[src/verilog/pmt_pkg.sv]
// shared constants for the period match timer
package pmt_pkg;

  // apb geometry
  localparam int unsigned PMT_ADDR_W = 16;
  localparam int unsigned PMT_DATA_W = 32;
  localparam int unsigned PMT_REG_W = 8;

  // register indices; the byte address is four times the index
  localparam logic [11:0] PMT_IDX_CONTROL = 12'hFCA;
  localparam logic [11:0] PMT_IDX_COUNT = 12'hFCB;
  localparam logic [11:0] PMT_IDX_PERIOD = 12'hFCC;
  localparam logic [11:0] PMT_IDX_FLAG = 12'hFCD;
  localparam logic [11:0] PMT_IDX_ENABLE = 12'hFCE;

  // control register fields
  localparam int unsigned PMT_CTL_PRE_LSB = 0;
  localparam int unsigned PMT_CTL_PRE_MSB = 1;
  localparam int unsigned PMT_CTL_ON_BIT = 2;
  localparam int unsigned PMT_CTL_POST_LSB = 3;
  localparam int unsigned PMT_CTL_POST_MSB = 6;
  localparam logic [7:0] PMT_CTL_WMASK = 8'h7F;

  // flag and enable registers share one layout
  localparam int unsigned PMT_IRQ_MATCH_BIT = 1;
  localparam logic [7:0] PMT_IRQ_WMASK = 8'h02;

  // reset values
  localparam logic [7:0] PMT_CONTROL_RST = 8'h00;
  localparam logic [7:0] PMT_COUNT_RST = 8'h00;
  localparam logic [7:0] PMT_PERIOD_RST = 8'hFF;
  localparam logic [7:0] PMT_ENABLE_RST = 8'h00;

  // timing: instruction clock is the system clock divided by four
  localparam int unsigned PMT_INSTR_DIV = 4;
  localparam logic [1:0] PMT_INSTR_LAST = 2'(PMT_INSTR_DIV - 1);

  // prescaler select codes and divide ratios minus one
  localparam logic [1:0] PMT_PRE_SEL_1 = 2'h0;
  localparam logic [1:0] PMT_PRE_SEL_4 = 2'h1;
  localparam logic [3:0] PMT_PRE_LAST_1 = 4'h0;
  localparam logic [3:0] PMT_PRE_LAST_4 = 4'h3;
  localparam logic [3:0] PMT_PRE_LAST_16 = 4'hF;

endpackage : pmt_pkg

[src/verilog/pmt_tick_if.sv]
// tick bundle between the timer core and its clock divider
`timescale 1ns/1ps
interface pmt_tick_if;
  logic clr;
  logic run;
  logic [1:0] sel;
  logic instr_en;
  logic tick;

  modport core (output clr, output run, output sel, input instr_en, input tick);
  modport div (input clr, input run, input sel, output instr_en, output tick);
endinterface : pmt_tick_if

[src/verilog/pmt_clk_div.sv]
// instruction clock enable and selectable prescaler
`timescale 1ns/1ps
module pmt_clk_div
  import pmt_pkg::*;
(
  input wire logic i_sys_clk,
  input wire logic i_rst_b,
  pmt_tick_if.div tick_bus
);
  import pmt_pkg::*;

  logic [1:0] instr_cnt;
  logic [3:0] pre_cnt;
  logic [3:0] pre_last;
  logic instr_en;

  // free running divide by four; not cleared by register writes
  always_ff @(posedge i_sys_clk or negedge i_rst_b) begin
    if (!i_rst_b) begin
      instr_cnt <= 2'h0;
    end else begin
      instr_cnt <= (instr_cnt == PMT_INSTR_LAST) ? 2'h0 : instr_cnt + 2'h1;
    end
  end

  assign instr_en = (instr_cnt == PMT_INSTR_LAST);

  // ratio select, codes 2 and 3 both divide by sixteen
  always_comb begin
    if (tick_bus.sel == PMT_PRE_SEL_1) begin
      pre_last = PMT_PRE_LAST_1;
    end else if (tick_bus.sel == PMT_PRE_SEL_4) begin
      pre_last = PMT_PRE_LAST_4;
    end else begin
      pre_last = PMT_PRE_LAST_16;
    end
  end

  always_ff @(posedge i_sys_clk or negedge i_rst_b) begin
    if (!i_rst_b) begin
      pre_cnt <= 4'h0;
    end else if (tick_bus.clr) begin
      pre_cnt <= 4'h0;
    end else if (tick_bus.run && instr_en) begin
      pre_cnt <= (pre_cnt >= pre_last) ? 4'h0 : pre_cnt + 4'h1;
    end
  end

  assign tick_bus.instr_en = instr_en;
  assign tick_bus.tick = tick_bus.run && instr_en && !tick_bus.clr && (pre_cnt >= pre_last);

endmodule : pmt_clk_div

[src/verilog/pmt_timer.sv]
// period match timer with apb registers, postscaler and interrupt
`timescale 1ns/1ps

// Summary of operation
// - when on, count advances by one from zero on each prescaled instruction tick
// - prescaler divides by 1, 4 or 16 per two-bit select in control bits 1:0
// - count is compared with period every tick; equality gives the match output
// - after a match the count reloads zero instead of incrementing
// - each match clocks a four-bit postscaler, ratio select plus one, bits 6:3
// - postscaler output sets the latched flag; interrupt only while enable bit set
// - reset clears count and loads period with all ones
// - writes to count or control and any reset clear both scalers
// - a control write leaves the count unchanged
// - control bit 2 runs the timer; cleared, the count holds
// - count and period are readable and writable at any time
// - the unscaled match pulse is the pwm time base for capture/compare units
// - the timer output is offered as a shift clock to the serial port
// - clearing after a match gives a pulse one instruction cycle long
module pmt_timer
  import pmt_pkg::*;
(
  input wire logic i_sys_clk,
  input wire logic i_rst_b,
  input wire logic i_psel,
  input wire logic i_penable,
  input wire logic i_pwrite,
  input wire logic [pmt_pkg::PMT_ADDR_W-1:0] i_paddr,
  input wire logic [pmt_pkg::PMT_DATA_W-1:0] i_pwdata,
  output logic [pmt_pkg::PMT_DATA_W-1:0] o_prdata,
  output logic o_pready,
  output logic o_pslverr,
  output logic o_irq,
  output logic o_pwm_timebase,
  output logic o_spi_shift_clk,
  output logic o_gate_pulse
);
  import pmt_pkg::*;

  // register state
  logic [7:0] control_register;
  logic [7:0] timer_count;
  logic [7:0] period_value;
  logic match_irq_flag;
  logic match_irq_enable;
  logic [3:0] post_cnt;
  logic gate_hold;

  // apb decode
  logic access;
  logic done;
  logic wr_done;
  logic rd_done;
  logic addr_ok;
  logic [11:0] reg_idx;
  logic hit_control;
  logic hit_count;
  logic hit_period;
  logic hit_flag;
  logic hit_enable;
  logic [7:0] wdata;
  logic [7:0] next_rdata;
  logic flag_snap;

  // timer events
  logic match;
  logic match_evt;
  logic post_evt;
  logic scaler_clr;

  pmt_tick_if tick_bus ();

  pmt_clk_div u_div (
    .i_sys_clk(i_sys_clk),
    .i_rst_b(i_rst_b),
    .tick_bus(tick_bus)
  );

  // word aligned index; low two address bits must be zero
  assign reg_idx = i_paddr[13:2];
  assign addr_ok = (i_paddr[1:0] == 2'h0) && (i_paddr[PMT_ADDR_W-1:14] == 2'h0);
  assign hit_control = addr_ok && (reg_idx == PMT_IDX_CONTROL);
  assign hit_count = addr_ok && (reg_idx == PMT_IDX_COUNT);
  assign hit_period = addr_ok && (reg_idx == PMT_IDX_PERIOD);
  assign hit_flag = addr_ok && (reg_idx == PMT_IDX_FLAG);
  assign hit_enable = addr_ok && (reg_idx == PMT_IDX_ENABLE);
  assign wdata = i_pwdata[7:0];

  // pready is registered, so every transfer gets one wait state
  assign access = i_psel && i_penable;
  assign done = access && o_pready;
  assign wr_done = done && i_pwrite && !o_pslverr;
  assign rd_done = done && !i_pwrite && !o_pslverr;

  // read mux; reserved and upper bits read as zero
  always_comb begin
    next_rdata = 8'h00;
    if (hit_control) begin
      next_rdata = control_register & PMT_CTL_WMASK;
    end else if (hit_count) begin
      next_rdata = timer_count;
    end else if (hit_period) begin
      next_rdata = period_value;
    end else if (hit_flag) begin
      next_rdata[PMT_IRQ_MATCH_BIT] = match_irq_flag;
    end else if (hit_enable) begin
      next_rdata[PMT_IRQ_MATCH_BIT] = match_irq_enable;
    end
  end

  // apb answer: ready one cycle into the access phase, error on unmapped
  always_ff @(posedge i_sys_clk or negedge i_rst_b) begin
    if (!i_rst_b) begin
      o_pready <= 1'b0;
      o_pslverr <= 1'b0;
      o_prdata <= '0;
      flag_snap <= 1'b0;
    end else if (access && !o_pready) begin
      o_pready <= 1'b1;
      o_pslverr <= !(hit_control || hit_count || hit_period || hit_flag || hit_enable);
      o_prdata <= {24'h000000, i_pwrite ? 8'h00 : next_rdata};
      flag_snap <= hit_flag && !i_pwrite && match_irq_flag;
    end else begin
      o_pready <= 1'b0;
      o_pslverr <= 1'b0;
      flag_snap <= 1'b0;
    end
  end

  // scaler clear on count or control write
  assign scaler_clr = wr_done && (hit_count || hit_control);

  assign tick_bus.clr = scaler_clr;
  assign tick_bus.run = control_register[PMT_CTL_ON_BIT];
  assign tick_bus.sel = control_register[PMT_CTL_PRE_MSB:PMT_CTL_PRE_LSB];

  // control write loads the control register and clears both scalers, not the count
  always_ff @(posedge i_sys_clk or negedge i_rst_b) begin
    if (!i_rst_b) begin
      control_register <= PMT_CONTROL_RST;
    end else if (wr_done && hit_control) begin
      control_register <= wdata & PMT_CTL_WMASK;
    end
  end

  always_ff @(posedge i_sys_clk or negedge i_rst_b) begin
    if (!i_rst_b) begin
      period_value <= PMT_PERIOD_RST;
    end else if (wr_done && hit_period) begin
      period_value <= wdata;
    end
  end

  assign match = (timer_count == period_value);
  assign match_evt = tick_bus.tick && match;

  // a software write wins over a coincident tick
  always_ff @(posedge i_sys_clk or negedge i_rst_b) begin
    if (!i_rst_b) begin
      timer_count <= PMT_COUNT_RST;
    end else if (wr_done && hit_count) begin
      timer_count <= wdata;
    end else if (match_evt) begin
      timer_count <= 8'h00;
    end else if (tick_bus.tick) begin
      timer_count <= timer_count + 8'h01;
    end
  end

  assign post_evt = match_evt && !scaler_clr &&
    (post_cnt == control_register[PMT_CTL_POST_MSB:PMT_CTL_POST_LSB]);
  always_ff @(posedge i_sys_clk or negedge i_rst_b) begin
    if (!i_rst_b) begin
      post_cnt <= 4'h0;
    end else if (scaler_clr) begin
      post_cnt <= 4'h0;
    end else if (post_evt) begin
      post_cnt <= 4'h0;
    end else if (match_evt) begin
      post_cnt <= post_cnt + 4'h1;
    end
  end

  // latched flag; read clears only what was seen, a new set wins
  always_ff @(posedge i_sys_clk or negedge i_rst_b) begin
    if (!i_rst_b) begin
      match_irq_flag <= 1'b0;
    end else if (post_evt) begin
      match_irq_flag <= 1'b1;
    end else if (rd_done && hit_flag && flag_snap) begin
      match_irq_flag <= 1'b0;
    end
  end

  always_ff @(posedge i_sys_clk or negedge i_rst_b) begin
    if (!i_rst_b) begin
      match_irq_enable <= PMT_ENABLE_RST[PMT_IRQ_MATCH_BIT];
    end else if (wr_done && hit_enable) begin
      match_irq_enable <= wdata[PMT_IRQ_MATCH_BIT];
    end
  end

  // level interrupt, one cycle behind the flag
  always_ff @(posedge i_sys_clk or negedge i_rst_b) begin
    if (!i_rst_b) begin
      o_irq <= 1'b0;
    end else begin
      o_irq <= match_irq_flag && match_irq_enable;
    end
  end

  // unscaled match pulse to capture/compare units
  // same pulse offered to the serial port as shift clock source
  always_ff @(posedge i_sys_clk or negedge i_rst_b) begin
    if (!i_rst_b) begin
      o_pwm_timebase <= 1'b0;
      o_spi_shift_clk <= 1'b0;
    end else begin
      o_pwm_timebase <= match_evt;
      o_spi_shift_clk <= match_evt;
    end
  end

  // gate pulse held until the next instruction enable, four clocks
  always_ff @(posedge i_sys_clk or negedge i_rst_b) begin
    if (!i_rst_b) begin
      gate_hold <= 1'b0;
    end else if (match_evt) begin
      gate_hold <= 1'b1;
    end else if (tick_bus.instr_en) begin
      gate_hold <= 1'b0;
    end
  end

  // registered copy keeps the output straight from a flop
  always_ff @(posedge i_sys_clk or negedge i_rst_b) begin
    if (!i_rst_b) begin
      o_gate_pulse <= 1'b0;
    end else begin
      o_gate_pulse <= gate_hold;
    end
  end

endmodule : pmt_timer

[config.mk]
export PLATFORM = sky130hd
export DESIGN_NAME = pmt_timer
export DESIGN_NICKNAME = d
export VERILOG_FILES = /design/src/verilog/pmt_pkg.sv /design/src/verilog/pmt_tick_if.sv /design/src/verilog/pmt_clk_div.sv /design/src/verilog/pmt_timer.sv
export SDC_FILE = /design/constraint.sdc
export NUM_CORES = 1
export LEC_CHECK = 0
export ABC_AREA = 0
export CAP_MARGIN = 20
export CORE_MARGIN = 4
export CORE_UTILIZATION = 65
export CTS_CLUSTER_SIZE = 10
export DETAILED_ROUTE_END_ITERATION = 6
export DONT_BUFFER_PORTS = 1
export PLACE_DENSITY = 0.84
export SLEW_MARGIN = 0
export SYNTH_ARGS = -nofsm -noshare
export SYNTH_HDL_FRONTEND = slang
export SYNTH_SLANG_ARGS = --single-unit
export TNS_END_PERCENT = 10
[constraint.sdc]
create_clock -name i_sys_clk -period 6.2 [get_ports i_sys_clk]
set_clock_uncertainty 0.1 [all_clocks]
set_input_delay 0.62 -clock i_sys_clk [delete_from_list [all_inputs] [get_ports i_sys_clk]]
set_output_delay 0.62 -clock i_sys_clk [all_outputs]
set_load 0.05 [all_outputs]
==> run_results.csv <==
group,metric,value,unit
drt,vias,2060,
pwr,p_leak,0.00134,µW
drt,dr.pass1.iters,4,
sta,slew_violations,0,
die,dieArea,0.00566,mm²
pwr,powerDensity,192,mW/mm²
drt,dr_wl_met2,3100,µm
pwr,ir_drop,0.115,mV
clocking,cts_tree,"yes",
placement,hpwl,4410,µm
sta,worst_slew_pin_slew,0.978,ns
setup_path,r2r-start,"control_register[1]",
hold_path,hold_path_class,"primary input to async pin",
layout,drive_above_1_share,13.2,%
clocking,cts_root_buf,"clkbuf_8",
drt,highest_layer,"met4",
yosys,async_flop_share,100,%
grt,overflow,0,
yosys,synth-edff-count,0,
placement,gp_congestion,0.817,
setup_path,worstRegToRegCells,8,
grt,antenna_found_initial,0,
drt,wl_per_cell,17.5,µm
drt,finalWirelength,5930,µm
setup_path,crit_path_end,"u_div.pre_cnt[3]",
drt,drc_errors,0,
sta,rsz0062_at_grt,"false",
grt,grt_use_total,22.9,%
sta,hold_viol,0,
clocking,htreeDepth,2,
pwr,switchingPower,153,µW
layout,nNetsFinal,349,
yosys,synthCells,293,
setup_path,startpoint,"control_register[1]",
grt,grt_first_pass_wirelength,9630,µm
drt,dr.first_iter.drc_count,115,
sta,finalSetupTns,0,ns
yosys,ys.flop_type,"dfrtp_1",
clocking,cts.sinks,50,
setup_path,critPathCaptureType,"flip-flop",
setup_path,crit_required,6.33,ns
sta,period_share,46.3,%
setup_path,crit_type,"flip-flop to flip-flop",
clocking,clockBufferDepth,2,
yosys,synth_area,0.00294,mm²
pwr,p_clk_share,32.8,%
sta,setup_viol,0,
setup_path,timing.rr.end,"u_div.pre_cnt[3]",
job,maxCapViolations,0,
pwr,p_comb_share,8.7,%
sta,relSlewSlack,34.7,%
drt,avgViaCountPerCell,6.06,
yosys,syn_avg_cell_area,10.0,µm²
clocking,clkLatencyLatePin,0.31,ns
status,status,"finished clean",
drt,wl_met3,254,µm
pwr,p_sw_share,27.2,%
die,die_w,75.2,µm
yosys,synth_seq_area_share,42.9,%
clocking,numCtsBuffers,5,
die,core-area,0.00435,mm²
drt,wl_met1,2430,µm
grt,grt_max_degree,43,
die,row_count,24,
placement,port_buffers,0,
placement,preCtsSetupSlack,3.41,ns
setup_path,r2r_slack,3.33,ns
yosys,synth_seq_cells,50,
layout,diodes,0,
die,start_util,67.4,%
yosys,synth_warnings,0,
sta,fin_ws,3.33,ns
grt,grt_pass1_vias,1984,
yosys,ys_types,57,
sta,min_period,2.87,ns
setup_path,cp-start-kind,"flip-flop",
drt,ant_nets,0,
pwr,intPower,410,µW
pwr,pwr-share-seq,58.5,%
clocking,clkTransAtPathRegs,0.09,ns
sta,fmax,0.348,GHz
clocking,cts_resized,0,
layout,syn_to_final_growth,0.000136,%
setup_path,crit_fanout,6,
clocking,cts_setup_buffers,0,
setup_path,cp.arrival,3.00,ns
die,num_io_pins,91,
die,die_y,75.2,µm
-- critical path, stage by stage, from the launching register on --
cell	delay, ns
dfrtp_1	0.41
or2_2	0.32
ha_1	0.27
nand2b_1	0.14
a2111oi_0	0.57
nor2_1	0.10
nor3_1	0.53
a41oi_1	0.19
a31oi_1	0.18
-- cells by family (layout without fill, tap and decap cells) --
kind of cell | after synthesis | after routing | share of synthesized area, %
flip-flops | 50 | 50 | 42.9
multiplexers | 17 | 17 | 7.33
AND/OR/NAND/NOR | 101 | 101 | 19.9
buffers and inverters | 46 | 18 | 9.97
AO/OA/AOI/OAI | 57 | 57 | 12.4
other | 1 | 24 | 0.128
adder cells (fa/ha/maj) | 8 | 8 | 3.41
XOR/XNOR | 13 | 13 | 3.88
-- layout make-up --
cell class	instances	area [µm²]
Inverter	10	37.5
Multi-Input combinational cell	220	1470
Clock buffer	5	68.8
Fill cell	352	1420
Sequential cell	50	1260
Clock inverter	2	15.0
Tap cell	52	65.1
Timing Repair Buffer	1	20.0
-- metal layers --
metal	up-vias	global-route usage [%]
li1	976	-
met4	0	9.13
met2	52	39.6
met5	-	0
met3	13	4.67
met1	1019	28.2
-- placed cells by master (no fill, tap or decap), types with 6 or more instances in the layout --
cell / n
ha_1: 8
mux2_2: 6
nand2_1: 31
conb_1: 24
nor2_1: 9
nor2b_1: 10
inv_1: 10
dfrtp_1: 42
nand3_1: 10
o21ai_0: 24
dfstp_2: 8
xnor2_1: 12
mux2_4: 7
-- power groups by stage --
stage,logic [µW],clock network [µW],registers [µW]
3_5_place_dp,41.8,0,336
3_3_place_gp,41.7,0,336
2_1_floorplan,54.4,0,336
5_1_grt,52.6,200,330
4_1_cts,48.9,188,330
6_report,48.9,185,330
-- stage by stage --
| step | utilization, % | hold WS [ns] | total power (µW) | instances | instance area [µm²] |
|---|---|---|---|---|---|
| 2_1_floorplan | - | 0.224 | 390 | 316 | 3020 |
| 3_3_place_gp | 65.1 | 0.226 | 378 | 332 | 2830 |
| 3_5_place_dp | 65.1 | 0.226 | 378 | 332 | 2830 |
| 4_1_cts | 67.4 | 0.0438 | 566 | 340 | 2940 |
| 5_1_grt | 67.4 | 0.0326 | 583 | 340 | 2940 |
| 6_report | 67.4 | 0.0355 | 563 | 340 | 2940 |
-- timing repair --
| action | 4_1_cts | 5_1_grt |
|---|---|---|
| hold buffers | 1 | 0 |
| setup endpoints to repair | 0 | 0 |
| endpoints found under the hold margin | 42 | 0 |
-- registers in the layout, indices dropped and copies added (netlist names), 2 cells and up --
register          flops
timer_count           8
control_register      7
o_prdata              8
u_div.instr_cnt       2
post_cnt              4
period_value          8
u_div.pre_cnt         4
-- Yosys cell counts, types with 2 or more instances --
cell / count / area share (%)
dfrtp_1: 42 / 36
nand2_1: 31 / 4.0
buf_4: 25 / 6.4
o21ai_0: 24 / 4.1
xnor2_1: 12 / 3.6
inv_1: 10 / 1.3
nand3_1: 10 / 1.7
nor2b_1: 10 / 2.1
nor2_1: 9 / 1.2
dfstp_2: 8 / 7.2
ha_1: 8 / 3.4
mux2_4: 7 / 3.6
mux2_2: 6 / 2.3
clkbuf_1: 5 / 0.64
nor3_1: 5 / 0.85
nor3b_1: 5 / 1.3
o21ai_1: 5 / 0.85
o22ai_1: 5 / 1.1
and3_1: 4 / 0.85
nand2b_1: 4 / 0.85
a21oi_1: 3 / 0.51
and2_1: 3 / 0.64
buf_2: 3 / 0.51
buf_6: 3 / 1.2
nand4_1: 3 / 0.64
a2111oi_0: 2 / 0.60
a211o_1: 2 / 0.60
a21o_1: 2 / 0.51
a221o_1: 2 / 0.68
a31oi_1: 2 / 0.43
and4b_1: 2 / 0.68
mux2_1: 2 / 0.77
mux2i_1: 2 / 0.68
or2_1: 2 / 0.43
or2_2: 2 / 0.43
or3_1: 2 / 0.43
-- how the worst min path moves through the flow --
stage,from,endpoint,slack [ns],depth (start not counted)
2_1_floorplan,i_rst_b,control_register[0],0.22,0
3_3_place_gp,i_rst_b,o_spi_shift_clk,0.23,0
3_5_place_dp,i_rst_b,u_div.instr_cnt[0],0.23,0
4_1_cts,i_rst_b,period_value[1],0.04,0
5_1_grt,i_rst_b,period_value[1],0.03,0
6_report,i_rst_b,o_pready,0.04,1
(Power assumes the default switching activity.)
